==> config.mk <==
export PLATFORM = sky130hd
export DESIGN_NAME = sdf_filter
export DESIGN_NICKNAME = d
export VERILOG_FILES = /design/src/shared/sdf_pkg.sv /design/src/hw/sdf_filter.sv
export SDC_FILE = /design/constraint.sdc
export NUM_CORES = 1
export LEC_CHECK = 0
export BUFFER_PORTS_ARGS = -buffer_cell sky130_fd_sc_hd__buf_2
export CELL_PAD_IN_SITES_DETAIL_PLACEMENT = 0
export CELL_PAD_IN_SITES_GLOBAL_PLACEMENT = 1
export CORE_ASPECT_RATIO = 1.75
export CORE_MARGIN = 2
export CORE_UTILIZATION = 42
export CTS_CLUSTER_SIZE = 14
export DETAILED_ROUTE_END_ITERATION = 8
export MAX_ROUTING_LAYER = met4
export PLACE_DENSITY_LB_ADDON = 0.1
export SLEW_MARGIN = 20
export SYNTH_ARGS = -nofsm -noshare
export SYNTH_HDL_FRONTEND = slang
export SYNTH_SLANG_ARGS = --single-unit
==> constraint.sdc <==
create_clock -name clock -period 11.59 [get_ports clock]
set_clock_uncertainty 0.05 [all_clocks]
set_input_delay 0.5795 -clock clock [delete_from_list [all_inputs] [get_ports clock]]
set_output_delay 0.5795 -clock clock [all_outputs]
set_load 0.005 [all_outputs]
==> src/shared/sdf_pkg.sv <==
/*
 * Constants and types shared by the delta-sigma decimation filter.
 * Assumes a single 20 MHz clock domain with a synchronous active-high reset.
 */
`default_nettype none
package sdf_pkg;
    // Main clock cycles per modulator sample.
    localparam int MOD_DIV = 2;
    localparam int SEL_W = 3;
    // Smallest ratio is 2**7 = 128, largest 2**14 = 16384.
    localparam int RATIO_MIN_LOG2 = 7;
    localparam int RATIO_MAX_LOG2 = 14;
    // Largest decimation of the third-order stage is 2**10 = 1024.
    localparam int S3_MAX_LOG2 = 10;
    localparam int FAST_CONVS = 2;
    localparam int ACC_W = 32;
    localparam int FRAC_W = 24;
    localparam int DATA_W = FRAC_W + 1;
    localparam int FIFO_DEPTH = 8;
    localparam int CLOCK_HZ = 20000000;
    localparam logic [SEL_W-1:0] SEL_RST = 3'h0;
    localparam logic [1:0] CONV_CNT_RST = 2'h0;
    // Settling time in modulator periods for each rate_ratio_sel code.
    localparam int SETTLE_MOD [8] = '{432, 816, 1584, 3120, 6192, 10288, 18480, 34864};

    typedef enum logic [0:0] {
        SDF_FAST = 1'b0,
        SDF_SINC3 = 1'b1
    } sdf_path_t;
endpackage
`default_nettype wire

==> src/hw/sdf_filter.sv <==
/*
 * Decimation filter for one delta-sigma channel, with its output FIFO.
 * Assumes the modulator bit is produced on the same clock and is sampled on mod_clk_en.
 * The host side drains results with valid/ready and must handle settling itself.
 */
`timescale 1ns/100ps
`default_nettype none

module sdf_fifo #(
    parameter int WIDTH = sdf_pkg::DATA_W + 1,
    parameter int DEPTH = sdf_pkg::FIFO_DEPTH
) (
    input wire logic clock,
    input wire logic srst,
    input wire logic in_valid,
    output logic in_ready,
    input wire logic [WIDTH-1:0] in_data,
    output logic out_valid,
    input wire logic out_ready,
    output logic [WIDTH-1:0] out_data
);
    // DEPTH must be a power of two so that the pointers wrap on their own.
    localparam int AW = $clog2(DEPTH);

    logic [WIDTH-1:0] mem_ff [DEPTH];
    logic [AW-1:0] wr_ff;
    logic [AW-1:0] nxt_wr;
    logic [AW-1:0] rd_ff;
    logic [AW-1:0] nxt_rd;
    logic [AW:0] cnt_ff;
    logic [AW:0] nxt_cnt;
    logic push;
    logic pop;

    always_comb begin
        in_ready = cnt_ff != (AW+1)'(DEPTH);
        out_valid = cnt_ff != '0;
        push = in_valid && in_ready;
        pop = out_valid && out_ready;
        nxt_wr = push ? AW'(wr_ff + 1'b1) : wr_ff;
        nxt_rd = pop ? AW'(rd_ff + 1'b1) : rd_ff;
        nxt_cnt = (AW+1)'(cnt_ff + (AW+1)'(push) - (AW+1)'(pop));
    end

    assign out_data = mem_ff[rd_ff];

    always_ff @(posedge clock) begin
        if (srst) begin
            wr_ff <= '0;
            rd_ff <= '0;
            cnt_ff <= '0;
        end else begin
            wr_ff <= nxt_wr;
            rd_ff <= nxt_rd;
            cnt_ff <= nxt_cnt;
        end
        if (push) begin
            mem_ff[wr_ff] <= in_data;
        end
    end
endmodule

module sdf_filter (
    input wire logic clock,
    input wire logic srst,
    input wire logic mod_bitstream,
    input wire logic [sdf_pkg::SEL_W-1:0] rate_ratio_sel,
    input wire logic restart,
    output logic mod_clk_en,
    output logic [sdf_pkg::DATA_W-1:0] result_data,
    output logic result_fast,
    output logic result_valid,
    input wire logic result_ready,
    output logic data_ready_n,
    output logic overrun
);
    localparam int CNT_W = sdf_pkg::RATIO_MAX_LOG2;
    localparam int ACC_W = sdf_pkg::ACC_W;
    localparam int DATA_W = sdf_pkg::DATA_W;
    localparam int PST_W = DATA_W + sdf_pkg::RATIO_MAX_LOG2 - sdf_pkg::S3_MAX_LOG2;
    localparam int WIDE_W = ACC_W + sdf_pkg::FRAC_W;
    localparam int DIV_W = $clog2(sdf_pkg::MOD_DIV);

    logic [DIV_W-1:0] div_ff;
    logic [DIV_W-1:0] nxt_div;
    logic [sdf_pkg::SEL_W-1:0] sel_ff;
    logic [CNT_W-1:0] ncnt_ff;
    logic [CNT_W-1:0] nxt_ncnt;
    logic [ACC_W-1:0] i1_ff, i2_ff, i3_ff, d1_ff, d2_ff, d3_ff;
    logic [ACC_W-1:0] nxt_i1, nxt_i2, nxt_i3, nxt_d1, nxt_d2, nxt_d3;
    logic [ACC_W-1:0] x, c1, c2, c3;
    logic [CNT_W:0] fsum_ff;
    logic [CNT_W:0] nxt_fsum;
    logic [CNT_W:0] fsum_tot;
    logic [PST_W-1:0] pacc_ff;
    logic [PST_W-1:0] nxt_pacc;
    logic [PST_W-1:0] psum;
    sdf_pkg::sdf_path_t path_ff;
    sdf_pkg::sdf_path_t nxt_path;
    logic [1:0] conv_cnt_ff;
    logic [1:0] nxt_conv_cnt;
    logic overrun_ff;
    logic nxt_overrun;
    int ratio_log2;
    int s3_log2;
    int post_log2;
    logic [CNT_W:0] ratio_n;
    logic [CNT_W:0] s3_n;
    logic [CNT_W-1:0] ratio_m1;
    logic [CNT_W-1:0] s3_mask;
    logic mod_en;
    logic clear;
    logic s3_dump;
    logic conv;
    logic [DATA_W-1:0] s3_norm;
    logic [DATA_W-1:0] f_norm;
    logic [DATA_W-1:0] p_norm;
    logic [DATA_W:0] push_word;
    logic fifo_in_ready;
    logic [DATA_W:0] fifo_out;

    always_comb begin
        // Ratio is 2**(7 + code).
        ratio_log2 = sdf_pkg::RATIO_MIN_LOG2 + int'(sel_ff);
        s3_log2 = (ratio_log2 > sdf_pkg::S3_MAX_LOG2) ? sdf_pkg::S3_MAX_LOG2 : ratio_log2;
        post_log2 = ratio_log2 - s3_log2;
        ratio_n = (CNT_W+1)'(1) << ratio_log2;
        s3_n = (CNT_W+1)'(1) << s3_log2;
        ratio_m1 = CNT_W'(ratio_n - 1'b1);
        s3_mask = CNT_W'(s3_n - 1'b1);
        nxt_div = (div_ff == DIV_W'(sdf_pkg::MOD_DIV - 1)) ? '0 : DIV_W'(div_ff + 1'b1);
        mod_en = div_ff == DIV_W'(sdf_pkg::MOD_DIV - 1);
        // Any of these events throws away the filter history and the conversion due in that cycle.
        clear = restart || (rate_ratio_sel != sel_ff);
        conv = mod_en && !clear && (ncnt_ff == ratio_m1);
        s3_dump = mod_en && ((ncnt_ff & s3_mask) == s3_mask);
        x = {{(ACC_W-1){1'b0}}, mod_bitstream};
        // Integrators and combs wrap modulo 2**32; the cube of 1024 still fits.
        c1 = i3_ff - d1_ff;
        c2 = c1 - d2_ff;
        c3 = c2 - d3_ff;
        s3_norm = DATA_W'({c3, sdf_pkg::FRAC_W'(0)} >> (3 * s3_log2));
        psum = PST_W'(pacc_ff + PST_W'(s3_norm));
        p_norm = DATA_W'(psum >> post_log2);
        fsum_tot = (CNT_W+1)'(fsum_ff + (CNT_W+1)'(mod_bitstream));
        f_norm = DATA_W'({fsum_tot, sdf_pkg::FRAC_W'(0)} >> ratio_log2);
        push_word = (path_ff == sdf_pkg::SDF_FAST) ? {1'b1, f_norm} : {1'b0, p_norm};
        nxt_ncnt = ncnt_ff;
        nxt_i1 = i1_ff;
        nxt_i2 = i2_ff;
        nxt_i3 = i3_ff;
        nxt_d1 = d1_ff;
        nxt_d2 = d2_ff;
        nxt_d3 = d3_ff;
        nxt_fsum = fsum_ff;
        nxt_pacc = pacc_ff;
        if (clear) begin
            nxt_ncnt = '0;
            nxt_i1 = '0;
            nxt_i2 = '0;
            nxt_i3 = '0;
            nxt_d1 = '0;
            nxt_d2 = '0;
            nxt_d3 = '0;
            nxt_fsum = '0;
            nxt_pacc = '0;
        end else if (mod_en) begin
            nxt_ncnt = conv ? '0 : CNT_W'(ncnt_ff + 1'b1);
            nxt_i1 = i1_ff + x;
            nxt_i2 = i2_ff + i1_ff;
            nxt_i3 = i3_ff + i2_ff;
            nxt_fsum = conv ? '0 : fsum_tot;
            if (s3_dump) begin
                nxt_d1 = i3_ff;
                nxt_d2 = c1;
                nxt_d3 = c2;
                nxt_pacc = conv ? '0 : psum;
            end
        end
        nxt_path = path_ff;
        nxt_conv_cnt = conv_cnt_ff;
        case (path_ff)
            sdf_pkg::SDF_FAST: begin
                if (conv) begin
                    nxt_conv_cnt = 2'(conv_cnt_ff + 1'b1);
                    if (nxt_conv_cnt == 2'(sdf_pkg::FAST_CONVS)) begin
                        nxt_path = sdf_pkg::SDF_SINC3;
                    end
                end
            end
            default: begin
                nxt_path = sdf_pkg::SDF_SINC3;
            end
        endcase
        nxt_overrun = conv && !fifo_in_ready;
    end

    always_ff @(posedge clock) begin
        if (srst) begin
            div_ff <= '0;
            sel_ff <= sdf_pkg::SEL_RST;
            ncnt_ff <= '0;
            i1_ff <= '0;
            i2_ff <= '0;
            i3_ff <= '0;
            d1_ff <= '0;
            d2_ff <= '0;
            d3_ff <= '0;
            fsum_ff <= '0;
            pacc_ff <= '0;
            path_ff <= sdf_pkg::SDF_FAST;
            conv_cnt_ff <= sdf_pkg::CONV_CNT_RST;
            overrun_ff <= 1'b0;
        end else begin
            div_ff <= nxt_div;
            sel_ff <= rate_ratio_sel;
            ncnt_ff <= nxt_ncnt;
            i1_ff <= nxt_i1;
            i2_ff <= nxt_i2;
            i3_ff <= nxt_i3;
            d1_ff <= nxt_d1;
            d2_ff <= nxt_d2;
            d3_ff <= nxt_d3;
            fsum_ff <= nxt_fsum;
            pacc_ff <= nxt_pacc;
            path_ff <= nxt_path;
            conv_cnt_ff <= nxt_conv_cnt;
            overrun_ff <= nxt_overrun;
        end
    end

    // Every conversion is queued whether settled or not; a full queue drops it.
    sdf_fifo #(
        .WIDTH(DATA_W + 1),
        .DEPTH(sdf_pkg::FIFO_DEPTH)
    ) u_fifo (
        .clock(clock),
        .srst(srst),
        .in_valid(conv),
        .in_ready(fifo_in_ready),
        .in_data(push_word),
        .out_valid(result_valid),
        .out_ready(result_ready),
        .out_data(fifo_out)
    );

    assign result_data = fifo_out[DATA_W-1:0];
    assign result_fast = fifo_out[DATA_W];
    assign data_ready_n = !result_valid;
    assign mod_clk_en = mod_en;
    assign overrun = overrun_ff;

    // Helper logic for the assertions below.
    logic [CNT_W+1:0] gap_ff;
    logic seen_ff;
    always_ff @(posedge clock) begin
        if (srst || clear) begin
            gap_ff <= '0;
            seen_ff <= 1'b0;
        end else begin
            gap_ff <= conv ? '0 : (CNT_W+2)'(gap_ff + 1'b1);
            seen_ff <= seen_ff || conv;
        end
    end

    mod_rate_a: assert property (@(posedge clock) disable iff (srst) mod_en |=> !mod_en ##1 mod_en)
        else $error("modulator enable is not every second clock");
    out_rate_a: assert property (@(posedge clock) disable iff (srst)
        (conv && seen_ff) |-> (gap_ff == (CNT_W+2)'(ratio_n * 2 - 1)))
        else $error("conversion spacing differs from ratio times two clocks");
    ratio_map_a: assert property (@(posedge clock) disable iff (srst)
        ratio_n == ((CNT_W+1)'(128) << sel_ff))
        else $error("ratio does not follow the select code");
    fast_first_a: assert property (@(posedge clock) disable iff (srst)
        (conv && conv_cnt_ff < 2'(sdf_pkg::FAST_CONVS)) |-> push_word[DATA_W])
        else $error("early conversion not from the fast path");
    sinc3_after_a: assert property (@(posedge clock) disable iff (srst)
        (conv && conv_cnt_ff == 2'(sdf_pkg::FAST_CONVS - 1)) |=> (path_ff == sdf_pkg::SDF_SINC3) [*3])
        else $error("third-order path left after two conversions");
    s3_fixed_a: assert property (@(posedge clock) disable iff (srst)
        (s3_dump && sel_ff > 3'h3) |-> (ncnt_ff[9:0] == 10'h3ff))
        else $error("third-order stage not decimating by 1024");
    conv_signal_a: assert property (@(posedge clock) disable iff (srst)
        (conv && fifo_in_ready) |=> !data_ready_n)
        else $error("conversion not signalled");
    restart_clr_a: assert property (@(posedge clock) disable iff (srst)
        restart |=> (ncnt_ff == '0 && i3_ff == '0 && fsum_ff == '0))
        else $error("restart did not clear filter history");
endmodule

`default_nettype wire

* Word level (Yosys, flattened, before mapping) *
Memories as Yosys holds them, arrays and structs flattened. A register that Yosys moved wholly into a read port is not among the register bits.
Index checks and enable logic that the tools add are counted.

word-level totals
  memory bits (writable) = 208
  logic and storage cells = 78
  memories kept = 1
  flip-flop bits (word level) = 268

cells by class
  shift operators = 5
  equal/unequal tests = 5
  muxes and demuxes = 12
  bitwise logic cells = 2
  order comparisons = 1
  $add $sub $neg = 19
  reductions and logical operators = 15
  multipliers = 1

memory list
  memory         words  bits a word  read ports  clocked after memory_dff  write ports  RTL line          source
  u_fifo.mem_ff  8      26           1           1                         1            sdf_filter.sv:25  logic [WIDTH-1:0] mem_ff [DEPTH];

operators with widths
  cell                                                                  number
  32-bit subtractor                                                     3
  32-bit adder                                                          2
  56-bit by 6-bit >> shifter with 25-bit output                         1
  39-bit by 4-bit >> shifter with 25-bit output                         1
  32-bit by 1-bit adder with 32-bit output                              1
  29-bit by 32-bit >> shifter with 25-bit output                        1
  29-bit by 25-bit adder with 29-bit output                             1
  29-bit two-way mux                                                    1
  14-bit == test                                                        2
  1-bit by 4-bit left shift with 14-bit output, first input constant    2
  14-bit by 1-bit subtractor with 14-bit output, second input constant  2
  26-bit two-way mux                                                    1
  15-bit by 1-bit adder with 15-bit output                              1
  15-bit two-way mux                                                    1
  14-bit by 1-bit adder with 14-bit output, second input constant       1
  14-bit AND                                                            1
  14-bit two-way mux                                                    1
  3-bit by 1-bit adder with 3-bit output, second input constant         2
  1-bit logical AND                                                     6
  2-bit by 4-bit multiplier with 6-bit output, first input constant     1
  3-bit two-way mux                                                     2
  1-bit two-way mux                                                     5
  4-bit by 4-bit subtractor with 5-bit output                           1
  3-bit by 3-bit adder with 4-bit output, first input constant          1
  15 further kinds                                                      19

* Logic depth before layout (Yosys ltp) *
Gate-level depths: netlist of the first run.

  depth after elaboration = 9
  depth in mapped cells = 52
  depth with buffers taken out = 52

* Hierarchy *
From an unflattened synthesis of the first run, not the netlist that was laid out.

second synthesis, totals
  cell total of the unflattened synthesis = 3576
  area total of the unflattened synthesis = 32781.4 um^2

modules (own cells, without submodules)
  module      sequential area each (um^2)  area each (um^2)  times used  cells each
  sdf_filter  5165.0                       24080.6           1           3195
  sdf_fifo    6506.2                       8700.8            1           381

* Least setup slack after synthesis of the first run *
No wires, ideal clock.

  path type = register to register
  from = reg i3_ff[0]
  to = mem u_fifo.mem_ff[0][13] (netlist bit) (data pin)
  period minus slack after synthesis = 10521 ps
  path slack = 1069 ps
  library setup time = 278 ps
  arrival time = 10193 ps
  cell stages (with the launch flop) = 52
  cell sequence = dfxtp_1 > inv_1 > ha_1 > inv_1 > fa_1 > a21o_1 > a21oi_1 > o21bai_1 > a21o_1 > a311oi_1 > o21bai_1 > a21oi_1 > xnor2_1 > ha_1 > a21o_1 > a221oi_2 > a21boi_2 > a21oi_1 > [... 16 more ...] > mux2_2 > nand2_1 > o221ai_1 > a221oi_1 > o21ai_0 > ha_1 > fa_1 > a21oi_1 > o21bai_1 > a21oi_1 > o21ai_0 > a221oi_1 > nor3_1 > o41ai_1 > xnor2_1 > mux2i_1 > a211o_1 > o31ai_1

on the way
  word-level cells in the longest chain between the ends = 7

ends and longest elaborated chain
  what                                            RTL line           source
  start: declaration                              sdf_filter.sv:89   logic [ACC_W-1:0] i1_ff, i2_ff, i3_ff, d1_ff, d2_ff, d3_ff;
  start signal: assignment                        sdf_filter.sv:220  i3_ff <= nxt_i3;
  32-bit subtractor                               sdf_filter.sv:139  c1 = i3_ff - d1_ff;
  via c1[12]                                      sdf_filter.sv:91   logic [ACC_W-1:0] x, c1, c2, c3;
  32-bit subtractor                               sdf_filter.sv:140  c2 = c1 - d2_ff;
  via c2[21]                                      sdf_filter.sv:91
  32-bit subtractor                               sdf_filter.sv:141  c3 = c2 - d3_ff;
  56-bit by 6-bit >> shifter with 25-bit output   sdf_filter.sv:142  s3_norm = DATA_W'({c3, sdf_pkg::FRAC_W'(0)} >> (3 * s3_log2));
  29-bit by 25-bit adder with 29-bit output       sdf_filter.sv:143  psum = PST_W'(pacc_ff + PST_W'(s3_norm));
  29-bit by 32-bit >> shifter with 25-bit output  sdf_filter.sv:144  p_norm = DATA_W'(psum >> post_log2);
  26-bit two-way mux                              sdf_filter.sv:147  push_word = (path_ff == sdf_pkg::SDF_FAST) ? {1'b1, f_norm} : {1'b0, p_norm};
  via push_word[13]                               sdf_filter.sv:118  logic [DATA_W:0] push_word;
  end: declaration                                sdf_filter.sv:25

The timed path passes the listed nets, and every way through them passes these cells.

* Worst setup path in the final report of the first run *
  from = reg i3_ff[0]
  to = mem u_fifo.mem_ff[4][15] (netlist bit) (data pin)

Same word-level chain as after synthesis.

==> results of run 1 <==
stage by stage:
| step | cell area, um^2 | instances |
|---|---|---|
| finish | 35900 | 4594 |
| global route | 35900 | 4594 |
| CTS | 35500 | 4583 |
| detailed placement | 33800 | 4492 |
| global placement | 33800 | 4492 |
| floorplan | 31600 | 3501 |
where the power goes:
group          internal [mW]  switching [mW]
Combinational          0.667           0.899
Clock                  0.931           0.735
Sequential              1.77          0.0203
per-layer routing:
layer / wire length, um / vias up / GRT usage, %
li1: - / 12900 / -
met1: 32100 / 12800 / 21.8
met2: 56500 / 379 / 52.0
met3: 1990 / 218 / 2.31
met4: 6240 / 0 / 14.8
met5: 0 / - / -
worst max-delay path, delay by kind of cell (launching register included):
family	cells	cell delay [ns]
AO/OA/AOI/OAI	29	5.64
XOR/XNOR	2	0.43
adder cells (fa/ha/maj)	5	1.52
buffers and inverters	9	1.26
flip-flops	1	0.31
multiplexers	3	0.68
AND/OR/NAND/NOR	5	0.71
worst paths after layout:
| kind | startpoint | end | slack, ns |
|---|---|---|---|
| worst max-delay path | i3_ff[0] | u_fifo.mem_ff[4][15] | 0.66 |
| worst min-delay path | rate_ratio_sel[2] | sel_ff[2] | 0.15 |
| worst max register to register | i3_ff[0] | u_fifo.mem_ff[4][15] | 0.66 |
| worst min register to register | d3_ff[19] | d3_ff[19] | 0.40 |
sequential cells by signal, summed over array words and instances (netlist names), 4 cells and up, named ones only:
signal / cells
d1_ff: 32
d2_ff: 32
d3_ff: 32
fsum_ff: 15
i1_ff: 32
i2_ff: 32
i3_ff: 32
ncnt_ff: 14
pacc_ff: 29
u_fifo.cnt_ff: 4
u_fifo.mem_ff: 208
Yosys cell counts, drive strengths merged, types with 13 or more instances:
| cell type | instances | area share, % |
|---|---|---|
| a31oi | 33 | 0.65 |
| edfxtp | 208 | 20 |
| o22ai | 23 | 0.48 |
| a21oi | 332 | 5.3 |
| xnor2 | 129 | 3.6 |
| or3 | 27 | 0.53 |
| nand4 | 34 | 0.67 |
| a22oi | 26 | 0.62 |
| and3 | 50 | 0.99 |
| o21ai | 142 | 2.3 |
| a21boi | 13 | 0.33 |
| xor2 | 86 | 2.4 |
| nand3 | 75 | 1.2 |
| a211oi | 47 | 1.1 |
| and2 | 27 | 0.53 |
| nor2b | 22 | 0.44 |
| o31ai | 22 | 0.54 |
| mux2i | 110 | 3.5 |
| clkbuf | 147 | 1.7 |
| ha | 209 | 8.3 |
| nand2b | 28 | 0.55 |
| mux4 | 62 | 4.4 |
| nor2 | 308 | 3.7 |
| nor3 | 52 | 0.82 |
| a21o | 89 | 2.1 |
| nand3b | 13 | 0.31 |
| o21a | 31 | 0.74 |
| a211o | 13 | 0.36 |
| o21bai | 25 | 0.59 |
| mux2 | 44 | 1.6 |
| dfxtp | 271 | 17 |
| o211ai | 32 | 0.76 |
| nand2 | 423 | 5.0 |
| buf | 20 | 0.25 |
| inv | 173 | 2.1 |
logic make-up (layout without fill, tap and decap cells):
kind of cell	count (synthesis)	count (layout)
AOI/OAI and AO/OA	931	931
other	1	1
DFF	479	479
and+or+nand+nor	1098	1098
buffers and inverters	342	490
adders and majority gates	217	217
xor gates and xnor gates	217	217
muxes	216	216
timing repair:
item                       in CTS  in global routing
resized for setup               4                 78
setup buffers                   0                 11
pin swaps                       1                 34
setup endpoints to repair      18                207
layout make-up:
type | count | area, um^2
fillers | 7248 | 39000
multi-input cells | 2680 | 19100
flip-flops and latches | 479 | 11700
repair buffers | 224 | 1590
clock buffers | 68 | 1370
well taps | 945 | 1180
inverters | 175 | 657
clock inverters | 23 | 308
==> qor.json, run 1 <==
{
  "cts_num_sinks": {"value": 479},
  "grt_antenna_before_repair": {"value": 1},
  "worst_setup_path_start_kind": {"value": "flop"},
  "fin_total_pwr": {"value": 5.02, "unit": "mW"},
  "final_core_utilization": {"value": 47.9, "unit": "%"},
  "place.port_buffers": {"value": 37},
  "final_common_cell": {"value": "nand2_1"},
  "cts_max_path_buffers": {"value": 3},
  "timing.critical_path.fanout_max": {"value": 8},
  "compound_gate_portion_of_the_synthesized_area": {"value": 18.9, "unit": "%"},
  "drt_drc_violations_left": {"value": 0},
  "post_synth_and_or_nand_nor_area_fraction": {"value": 15.6, "unit": "%"},
  "drv_slew": {"value": 0},
  "final_cell_mix": {"value": "422 x nand2_1, 321 x a21oi_1, 301 x nor2_1"},
  "clk_root_buffer_cell": {"value": "clkbuf_16"},
  "chipWidth": {"value": 211, "unit": "um"},
  "status": {"value": "finished, final reports clean"},
  "worst_slack": {"value": 0.660, "unit": "ns"},
  "start_util": {"value": 42.2, "unit": "%"},
  "arrival": {"value": 11.20, "unit": "ns"},
  "worst_slew_margin_rel": {"value": 26.9, "unit": "%"},
  "grt.overflow.total": {"value": 0},
  "numCtsBuffers": {"value": 50},
  "cp-end-kind": {"value": "flop"},
  "die_h": {"value": 367, "unit": "um"},
  "min-delay-path-class": {"value": "primary input to flop"},
  "mappedNetlistArea": {"value": 0.0316, "unit": "mm^2"},
  "reg2reg_depth": {"value": 53},
  "clkSlewWorstSetupHoldPaths": {"value": 0.07, "unit": "ns"},
  "drt-pass1-iter-count": {"value": 5},
  "worst_pin_slew": {"value": 1.08, "unit": "ns"},
  "postRouteAntennaNets": {"value": 0},
  "std_cell_rows": {"value": 133},
  "postRouteWirelength": {"value": 96800, "unit": "um"},
  "floorplan.die_area": {"value": 0.0775, "unit": "mm^2"},
  "min_period_over_period": {"value": 94.3, "unit": "%"},
  "std_cell_core_area": {"value": 0.0749, "unit": "mm^2"},
  "share_of_synthesized_registers_carrying_an_async_set_or_reset": {"value": 0, "unit": "%"},
  "peak_vdd_ir": {"value": 0.000117, "unit": "V"},
  "vias": {"value": 26300},
  "route.detailed.wl_per_inst": {"value": 21.1, "unit": "um"},
  "finalHoldViolations": {"value": 0},
  "dominant_combinational_cell_family_by_area_after_synthesis": {"value": "compound AO/OA/AOI/OAI gates"},
  "fin_setup_tns": {"value": 0, "unit": "ns"},
  "ys_ff_latch": {"value": 479},
  "grt_max_degree": {"value": 83},
  "boundaryPins": {"value": 38},
  "ys_dominant_reg_cell": {"value": "dfxtp_1"},
  "via_cell_ratio": {"value": 5.73},
  "muxShareOfSynthArea": {"value": 9.48, "unit": "%"},
  "via_count_of_the_first_global_routing_pass": {"value": 26800},
  "timing.setup.critical_path_class": {"value": "flop to flop"},
  "holdWs": {"value": 0.149, "unit": "ns"},
  "crit_slowest_cell": {"value": "a221o_2"},
  "pre_cts_ws": {"value": 0.0456, "unit": "ns"},
  "worst_ep_required_time": {"value": 11.86, "unit": "ns"},
  "pwr_density_cell": {"value": 140, "unit": "mW/mm^2"},
  "global_route_usage_over_all_layers": {"value": 25.5, "unit": "%"},
  "final_layout_size_suffix_gt1_share": {"value": 14.7, "unit": "%"},
  "fin_nets": {"value": 3835},
  "total_leakage_power": {"value": 13.7, "unit": "nW"},
  "hold_path_depth": {"value": 2},
  "antennaDiodeCount": {"value": 0},
  "ctsHtreeMaxLevel": {"value": 2},
  "layout-area-overhead-vs-synth": {"value": 13.5, "unit": "%"},
  "portion_of_the_post_synthesis_area_used_by_sequential_elements": {"value": 36.9, "unit": "%"},
  "slowest_delay": {"value": 0.51, "unit": "ns"},
  "yosys.cell_types.count": {"value": 94},
  "grt_first_pass_wirelength": {"value": 150000, "unit": "um"},
  "drt_iter0_markers": {"value": 1207},
  "synthesis.area_per_instance": {"value": 9.03, "unit": "um^2"},
  "clock_latency": {"value": 0.66, "unit": "ns"},
  "postSynthNetCount": {"value": 3726},
  "cts_tree": {"value": "built"},
  "final_gp_congestion": {"value": 0.932},
  "postCtsHoldBufs": {"value": 0},
  "max_clock_freq": {"value": 0.0915, "unit": "GHz"},
  "yosys_warnings": {"value": 0},
  "post-route-min-period": {"value": 10.93, "unit": "ns"},
  "synth_adder_area_share": {"value": 8.78, "unit": "%"},
  "synth_xor_area_share": {"value": 6.16, "unit": "%"},
  "synth_edf_count": {"value": 208},
  "postSynthCellCount": {"value": 3501},
  "cap_violations": {"value": 0},
  "setup_violations": {"value": 0},
  "detailedPlacementHpwl": {"value": 74100, "unit": "um"}
}
Note: power is estimated with default switching activity, not from simulation.
==> run 2: changes to the inputs <==
--- a/config.mk
+++ b/config.mk
@@ -8,13 +8,11 @@
 export BUFFER_PORTS_ARGS = -buffer_cell sky130_fd_sc_hd__buf_2
 export CELL_PAD_IN_SITES_DETAIL_PLACEMENT = 0
 export CELL_PAD_IN_SITES_GLOBAL_PLACEMENT = 1
-export CORE_ASPECT_RATIO = 1.75
 export CORE_MARGIN = 2
 export CORE_UTILIZATION = 42
 export CTS_CLUSTER_SIZE = 14
 export DETAILED_ROUTE_END_ITERATION = 8
-export MAX_ROUTING_LAYER = met4
-export PLACE_DENSITY_LB_ADDON = 0.1
+export PLACE_DENSITY = 0.71
 export SLEW_MARGIN = 20
 export SYNTH_ARGS = -nofsm -noshare
 export SYNTH_HDL_FRONTEND = slang
==> qor.json, run 2 (synthesis gave the netlist of run 1 again) <==
{
  "status": {"value": "finished, final reports clean"},
  "min_period_over_period": {"value": 94.6, "unit": "%", "change": "+0.26 points"},
  "reg2reg_depth": {"value": 51, "change": "-3.8%"},
  "postRouteWirelength": {"value": 85900, "unit": "um", "change": "-11%"},
  "worst_pin_slew": {"value": 1.07, "unit": "ns", "change": "-0.0100 ns"},
  "cp-end-kind": {"value": "flop"},
  "finalHoldViolations": {"value": 0, "change": "unchanged"},
  "sw_frac_of_total": {"value": 32.1, "unit": "%", "change": "-0.88 points"},
  "final_layout_size_suffix_gt1_share": {"value": 12.3, "unit": "%", "change": "-2.4 points"},
  "antennaDiodeCount": {"value": 0, "change": "unchanged"},
  "regToRegEndpoint": {"value": "u_fifo.mem_ff[2][15]"},
  "numCtsBuffers": {"value": 56, "change": "+12%"},
  "final_cell_mix": {"value": "423 x nand2_1, 320 x a21oi_1, 302 x nor2_1"},
  "fin_nets": {"value": 3745, "change": "-2.3%"},
  "timing.setup.critical_path_class": {"value": "flop to flop"},
  "drt_drc_violations_left": {"value": 0, "change": "unchanged"},
  "arrival": {"value": 11.28, "unit": "ns", "change": "+0.08 ns"},
  "min-delay-path-class": {"value": "primary input to flop"},
  "global_route_usage_over_all_layers": {"value": 21.8, "unit": "%", "change": "-3.7 points"},
  "clock_latency": {"value": 0.65, "unit": "ns", "change": "about the same"},
  "via_count_of_the_first_global_routing_pass": {"value": 25300, "change": "-5.7%"},
  "pre_cts_ws": {"value": -0.0785, "unit": "ns", "change": "-0.124 ns"},
  "final_common_cell": {"value": "nand2_1"},
  "drt-pass1-iter-count": {"value": 7, "change": "+2"},
  "postRouteAntennaNets": {"value": 0, "change": "unchanged"},
  "clk_root_buffer_cell": {"value": "clkbuf_16"},
  "die_h": {"value": 278, "unit": "um", "change": "-24%"},
  "largest_register_ffs": {"value": 208, "change": "unchanged"},
  "chipWidth": {"value": 278, "unit": "um", "change": "+32%"},
  "setup_violations": {"value": 0, "change": "unchanged"},
  "p_comb_share": {"value": 27.8, "unit": "%", "change": "-3.4 points"},
  "cts_num_sinks": {"value": 479, "change": "unchanged"},
  "total_leakage_power": {"value": 13.4, "unit": "nW", "change": "-2.2%"},
  "timing.critical_path.fanout_max": {"value": 8, "change": "unchanged"},
  "peak_vdd_ir": {"value": 0.000123, "unit": "V", "change": "+4.9%"},
  "grt_first_pass_wirelength": {"value": 137000, "unit": "um", "change": "-8.4%"},
  "cap_violations": {"value": 0, "change": "unchanged"},
  "crit_slowest_cell": {"value": "or3b_2"},
  "route.detailed.wl_per_inst": {"value": 18.9, "unit": "um", "change": "-10%"},
  "top_register_by_number_of_flip_flops": {"value": "u_fifo.mem_ff"},
  "clkSlewWorstSetupHoldPaths": {"value": 0.06, "unit": "ns", "change": "about the same"},
  "detailedPlacementHpwl": {"value": 61400, "unit": "um", "change": "-17%"},
  "place.port_buffers": {"value": 37, "change": "unchanged"},
  "worst_slack": {"value": 0.630, "unit": "ns", "change": "-0.0299 ns"},
  "postCtsHoldBufs": {"value": 0, "change": "unchanged"},
  "drv_slew": {"value": 0, "change": "unchanged"},
  "fin_total_pwr": {"value": 5.12, "unit": "mW", "change": "+2.1%"},
  "boundaryPins": {"value": 38, "change": "unchanged"},
  "slowest_delay": {"value": 0.43, "unit": "ns", "change": "-0.08 ns"},
  "std_cell_core_area": {"value": 0.0744, "unit": "mm^2", "change": "-0.58%"},
  "grt_antenna_before_repair": {"value": 1, "change": "unchanged"},
  "switching_power": {"value": 1.64, "unit": "mW", "change": "-0.69%"},
  "drt_iter0_markers": {"value": 1690, "change": "+40%"},
  "worst-r2r-setup-slack": {"value": 0.63, "unit": "ns", "change": "-0.03 ns"},
  "worst_setup_path_start_kind": {"value": "flop"},
  "cts_tree": {"value": "built"},
  "pwr_density_cell": {"value": 145, "unit": "mW/mm^2", "change": "+3.3%"},
  "clockPowerShare": {"value": 37.1, "unit": "%", "change": "+3.9 points"},
  "std_cell_rows": {"value": 100, "change": "-25%"},
  "post-route-min-period": {"value": 10.96, "unit": "ns", "change": "+0.0299 ns"},
  "reg2reg_from": {"value": "i3_ff[0]"},
  "worstSetupStartpoint": {"value": "i3_ff[0]"},
  "worst_slew_margin_rel": {"value": 28.3, "unit": "%", "change": "+1.4 points"},
  "seqPwrFrac": {"value": 35.1, "unit": "%", "change": "-0.5 points"},
  "start_util": {"value": 42.5, "unit": "%", "change": "+0.25 points"},
  "ctsHtreeMaxLevel": {"value": 2, "change": "unchanged"},
  "grt_max_degree": {"value": 95, "change": "+14%"},
  "via_cell_ratio": {"value": 5.68, "change": "-0.87%"},
  "p_int": {"value": 3.48, "unit": "mW", "change": "+3.4%"},
  "vias": {"value": 25800, "change": "-2.1%"},
  "cts_max_path_buffers": {"value": 3, "change": "unchanged"},
  "layout-area-overhead-vs-synth": {"value": 12.1, "unit": "%"},
  "grt.overflow.total": {"value": 0, "change": "unchanged"},
  "worst_ep_required_time": {"value": 11.91, "unit": "ns", "change": "+0.05 ns"},
  "max_clock_freq": {"value": 0.0912, "unit": "GHz", "change": "-0.27%"},
  "final_gp_congestion": {"value": 0.885, "change": "-5.0%"},
  "floorplan.die_area": {"value": 0.0775, "unit": "mm^2", "change": "-0.11%"},
  "critical_path.endpoint": {"value": "u_fifo.mem_ff[2][15]"}
}
[run 2: final cells by class]
class | instances | area (um^2)
clock buffer | 63 | 1470
fill | 6953 | 39000
sequential | 479 | 11700
clock inverter | 43 | 549
multi-input combinational | 2680 | 19000
inverter | 175 | 657
tap | 969 | 1210
timing repair buffer | 128 | 888
[run 2: how the worst min path moves through the flow]
stage	end	slack (ns)	cells after the start	startpoint
floorplan	d3_ff[15]	0.38	2	d3_ff[15]
global placement	d3_ff[22]	0.39	2	d3_ff[22]
detailed placement	d3_ff[13]	0.39	2	d3_ff[13]
CTS	sel_ff[1]	0.15	2	rate_ratio_sel[1]
global route	sel_ff[1]	0.18	2	rate_ratio_sel[1]
finish	sel_ff[1]	0.18	2	rate_ratio_sel[1]
[run 2: critical path: cells and delay by family, from the launching register on]
family | cells | cell delay, ns
adders and majority gates | 6 | 1.90
xor gates and xnor gates | 3 | 0.62
DFF | 1 | 0.31
buffers and inverters | 6 | 0.71
and+or+nand+nor | 9 | 1.58
muxes | 2 | 0.49
AOI/OAI and AO/OA | 25 | 5.03
[run 2: repair_timing]
item / in CTS / in global routing
cloned: 0 / 0
resized for setup: 2 / 51
endpoints found under the setup margin: 16 / 201
hold endpoints to repair: 0 / 0
buffers inserted: 0 / 4
pin swaps: 0 / 13
[run 2: through the flow]
stage	cell area (um^2)	hold slack, ns	util, %	std cells	setup TNS, ns
detailed placement	33100	0.394	44.5	4426	-0.627
global route	35400	0.178	47.6	4537	-2.14
global placement	33100	0.388	44.5	4426	0
floorplan	31600	0.382	-	3501	0
finish	35400	0.184	47.6	4537	0
CTS	35100	0.155	47.2	4532	0
[run 2: power by group through the flow]
stage	sequential [mW]	clock (mW)	combinational, mW
5_1_grt	1.80	2.01	1.53
2_1_floorplan	1.81	0	0.978
4_1_cts	1.83	1.95	1.34
3_5_place_dp	1.87	0	1.33
6_report	1.80	1.90	1.42
3_3_place_gp	1.87	0	1.32
[run 2: routing by layer]
| metal | up-vias | routed length (um) | track usage (%) | share of wire, % |
|---|---|---|---|---|
| li1 | 12800 | - | - | - |
| met1 | 12400 | 37800 | 27.1 | 44 |
| met2 | 474 | 43300 | 39.9 | 50 |
| met3 | 111 | 2880 | 2.42 | 3.3 |
| met4 | 0 | 1960 | 5.61 | 2.3 |
| met5 | - | 0 | 0 | 0 |
==> run 3: changes to the inputs <==
--- a/config.mk
+++ b/config.mk
@@ -9,10 +9,10 @@
 export CELL_PAD_IN_SITES_DETAIL_PLACEMENT = 0
 export CELL_PAD_IN_SITES_GLOBAL_PLACEMENT = 1
 export CORE_MARGIN = 2
-export CORE_UTILIZATION = 42
+export CORE_UTILIZATION = 45
 export CTS_CLUSTER_SIZE = 14
 export DETAILED_ROUTE_END_ITERATION = 8
-export PLACE_DENSITY = 0.71
+export PLACE_DENSITY = 0.75
 export SLEW_MARGIN = 20
 export SYNTH_ARGS = -nofsm -noshare
 export SYNTH_HDL_FRONTEND = slang
==> qor.json, run 3 (synthesis gave the netlist of run 1 again) <==
{
  "final_gp_congestion": {"value": 0.904, "change": "+2.2%"},
  "place.port_buffers": {"value": 37, "change": "unchanged"},
  "global_route_usage_over_all_layers": {"value": 23.5, "unit": "%", "change": "+1.7 points"},
  "postRouteWirelength": {"value": 84900, "unit": "um", "change": "-1.2%"},
  "numCtsBuffers": {"value": 56, "change": "unchanged"},
  "drv_slew": {"value": 0, "change": "unchanged"},
  "seqPwrFrac": {"value": 36.0, "unit": "%", "change": "+0.9 points"},
  "post-route-min-period": {"value": 11.07, "unit": "ns", "change": "+0.105 ns"},
  "pre_cts_ws": {"value": 0.0542, "unit": "ns", "change": "+0.133 ns"},
  "worst_ep_required_time": {"value": 11.89, "unit": "ns", "change": "-0.02 ns"},
  "crit_slowest_cell": {"value": "a311o_1"},
  "final_layout_size_suffix_gt1_share": {"value": 12.1, "unit": "%", "change": "-0.17 points"},
  "number_of_filler_cells_placed_in_the_layout": {"value": 6501, "change": "-6.5%"},
  "worst_slew_margin_rel": {"value": 29.5, "unit": "%", "change": "+1.1 points"},
  "slowest_delay": {"value": 0.41, "unit": "ns", "change": "-0.02 ns"},
  "post-place-cells": {"value": 4391, "change": "-0.79%"},
  "std_cell_rows": {"value": 97, "change": "-3.0%"},
  "drt-pass1-iter-count": {"value": 5, "change": "-2"},
  "via_count_of_the_first_global_routing_pass": {"value": 25500, "change": "+0.89%"},
  "max_clock_freq": {"value": 0.0904, "unit": "GHz", "change": "-0.95%"},
  "chipWidth": {"value": 269, "unit": "um", "change": "-3.3%"},
  "grt_max_degree": {"value": 168, "change": "+77%"},
  "postRouteAntennaNets": {"value": 0, "change": "unchanged"},
  "std_cell_core_area": {"value": 0.0698, "unit": "mm^2", "change": "-6.3%"},
  "min-delay-path-class": {"value": "primary input to flop"},
  "cts_tree": {"value": "built"},
  "arrival": {"value": 11.37, "unit": "ns", "change": "+0.09 ns"},
  "drt_iter0_markers": {"value": 1774, "change": "+5.0%"},
  "grt.overflow.total": {"value": 0, "change": "unchanged"},
  "ctsHtreeMaxLevel": {"value": 2, "change": "unchanged"},
  "floorplan.die_area": {"value": 0.0724, "unit": "mm^2", "change": "-6.6%"},
  "setup_violations": {"value": 0, "change": "unchanged"},
  "switching_power": {"value": 1.62, "unit": "mW", "change": "-1.6%"},
  "route.detailed.wl_per_inst": {"value": 18.9, "unit": "um", "change": "-0.33%"},
  "fin_nets": {"value": 3742, "change": "-0.080%"},
  "via_cell_ratio": {"value": 5.77, "change": "+1.6%"},
  "grt_antenna_before_repair": {"value": 1, "change": "unchanged"},
  "area.sequential": {"value": 0.0117, "unit": "mm^2", "change": "unchanged"},
  "grt_first_pass_wirelength": {"value": 137000, "unit": "um", "change": "-0.44%"},
  "drt_drc_violations_left": {"value": 0, "change": "unchanged"},
  "detailedPlacementHpwl": {"value": 60200, "unit": "um", "change": "-1.9%"},
  "status": {"value": "finished, final reports clean"},
  "largest_register_ffs": {"value": 208, "change": "unchanged"},
  "postCtsHoldBufs": {"value": 0, "change": "unchanged"},
  "clk_root_buffer_cell": {"value": "clkbuf_16"},
  "final_common_cell": {"value": "nand2_1"},
  "boundaryPins": {"value": 38, "change": "unchanged"},
  "multi_input_area": {"value": 0.0190, "unit": "mm^2", "change": "+0.26%"},
  "reg2reg_depth": {"value": 51, "change": "unchanged"},
  "worst_slack": {"value": 0.525, "unit": "ns", "change": "-0.105 ns"},
  "worstSetupStartpoint": {"value": "i3_ff[0]"},
  "worst_setup_path_start_kind": {"value": "flop"},
  "peak_vdd_ir": {"value": 0.000114, "unit": "V", "change": "-7.4%"},
  "worst-r2r-setup-slack": {"value": 0.52, "unit": "ns", "change": "-0.11 ns"},
  "layout-area-overhead-vs-synth": {"value": 11.6, "unit": "%"},
  "hold_path_depth": {"value": 2, "change": "unchanged"},
  "sw_frac_of_total": {"value": 32.3, "unit": "%", "change": "+0.27 points"},
  "start_util": {"value": 45.3, "unit": "%", "change": "+2.8 points"},
  "cap_violations": {"value": 0, "change": "unchanged"},
  "final_cell_count_no_fill": {"value": 4499, "change": "-0.84%"},
  "min_period_over_period": {"value": 95.5, "unit": "%", "change": "+0.91 points"},
  "cts_num_sinks": {"value": 479, "change": "unchanged"},
  "timing.setup.critical_path_class": {"value": "flop to flop"},
  "clockPowerShare": {"value": 35.6, "unit": "%", "change": "-1.5 points"},
  "fin_total_pwr": {"value": 5.00, "unit": "mW", "change": "-2.4%"},
  "p_int": {"value": 3.38, "unit": "mW", "change": "-2.8%"},
  "total_leakage_power": {"value": 13.3, "unit": "nW", "change": "-0.61%"},
  "clkSlewWorstSetupHoldPaths": {"value": 0.06, "unit": "ns", "change": "about the same"},
  "hold_path.startpoint": {"value": "rate_ratio_sel[2]"},
  "p_comb_share": {"value": 28.4, "unit": "%", "change": "+0.6 points"},
  "timing.critical_path.fanout_max": {"value": 8, "change": "unchanged"},
  "vias": {"value": 26000, "change": "+0.78%"},
  "placedInstanceArea": {"value": 0.0330, "unit": "mm^2", "change": "-0.21%"},
  "die_h": {"value": 269, "unit": "um", "change": "-3.3%"},
  "clock_latency": {"value": 0.65, "unit": "ns", "change": "about the same"},
  "reg2reg_from": {"value": "i3_ff[0]"},
  "worst_pin_slew": {"value": 1.05, "unit": "ns", "change": "-0.0201 ns"},
  "finalHoldViolations": {"value": 0, "change": "unchanged"},
  "top_register_by_number_of_flip_flops": {"value": "u_fifo.mem_ff"},
  "finalInstanceArea": {"value": 0.0353, "unit": "mm^2", "change": "-0.47%"},
  "cts_max_path_buffers": {"value": 3, "change": "unchanged"},
  "cp-end-kind": {"value": "flop"},
  "pwr_density_cell": {"value": 142, "unit": "mW/mm^2", "change": "-1.9%"},
  "antennaDiodeCount": {"value": 0, "change": "unchanged"},
  "final_cell_mix": {"value": "423 x nand2_1, 318 x a21oi_1, 301 x nor2_1"}
}
-- run 3: what timing repair did --
action / 4_1_cts / 5_1_grt
resized for setup: 1 / 65
endpoints found under the hold margin: 0 / 0
setup endpoints to repair: 8 / 203
setup buffers: 0 / 7
pin swaps: 0 / 27
-- run 3: critical path: cells and delay by family (launching register included) --
kind / cells / cell delay, ns
DFF: 1 / 0.31
AOI/OAI and AO/OA: 28 / 5.76
muxes: 2 / 0.50
xor gates and xnor gates: 3 / 0.58
and+or+nand+nor: 7 / 1.18
buffers and inverters: 5 / 0.60
adders and majority gates: 6 / 1.82
-- run 3: routing by layer --
metal | vias to the layer above | wire [um] | GRT usage, %
li1 | 12700 | - | -
met1 | 12600 | 36900 | 29.4
met5 | - | 10 | 0
met2 | 517 | 42200 | 42.2
met3 | 139 | 3060 | 2.50
met4 | 2 | 2660 | 7.69
-- run 3: cell type report --
cell class / instances / share of cell area [%]
clock buffer: 74 / 4.33
sequential: 479 / 33.1
tap: 940 / 3.33
clock inverter: 26 / 0.897
inverter: 175 / 1.86
timing repair buffer: 125 / 2.49
multi-input combinational: 2680 / 54.0
-- run 3: per-stage QoR --
stage	utilization (%)	setup TNS [ns]	hold WS, ns
finish	50.5	0	0.133
global route	50.5	-0.346	0.142
CTS	50.0	0	0.102
detailed placement	47.3	0	0.393
global placement	47.3	0	0.388
floorplan	-	0	0.382
-- run 3: power by group through the flow --
stage / sequential, mW / clock, mW / combinational (mW)
6_report: 1.80 / 1.78 / 1.42
5_1_grt: 1.80 / 1.89 / 1.54
4_1_cts: 1.83 / 1.83 / 1.32
3_5_place_dp: 1.87 / 0 / 1.31
3_3_place_gp: 1.87 / 0 / 1.30
2_1_floorplan: 1.81 / 0 / 0.978
-- run 3: final timing paths --
path                                              to
worst max-delay path            u_fifo.mem_ff[0][15]
worst min-delay path                       sel_ff[2]
worst max register to register  u_fifo.mem_ff[0][15]
worst min register to register             d3_ff[14]
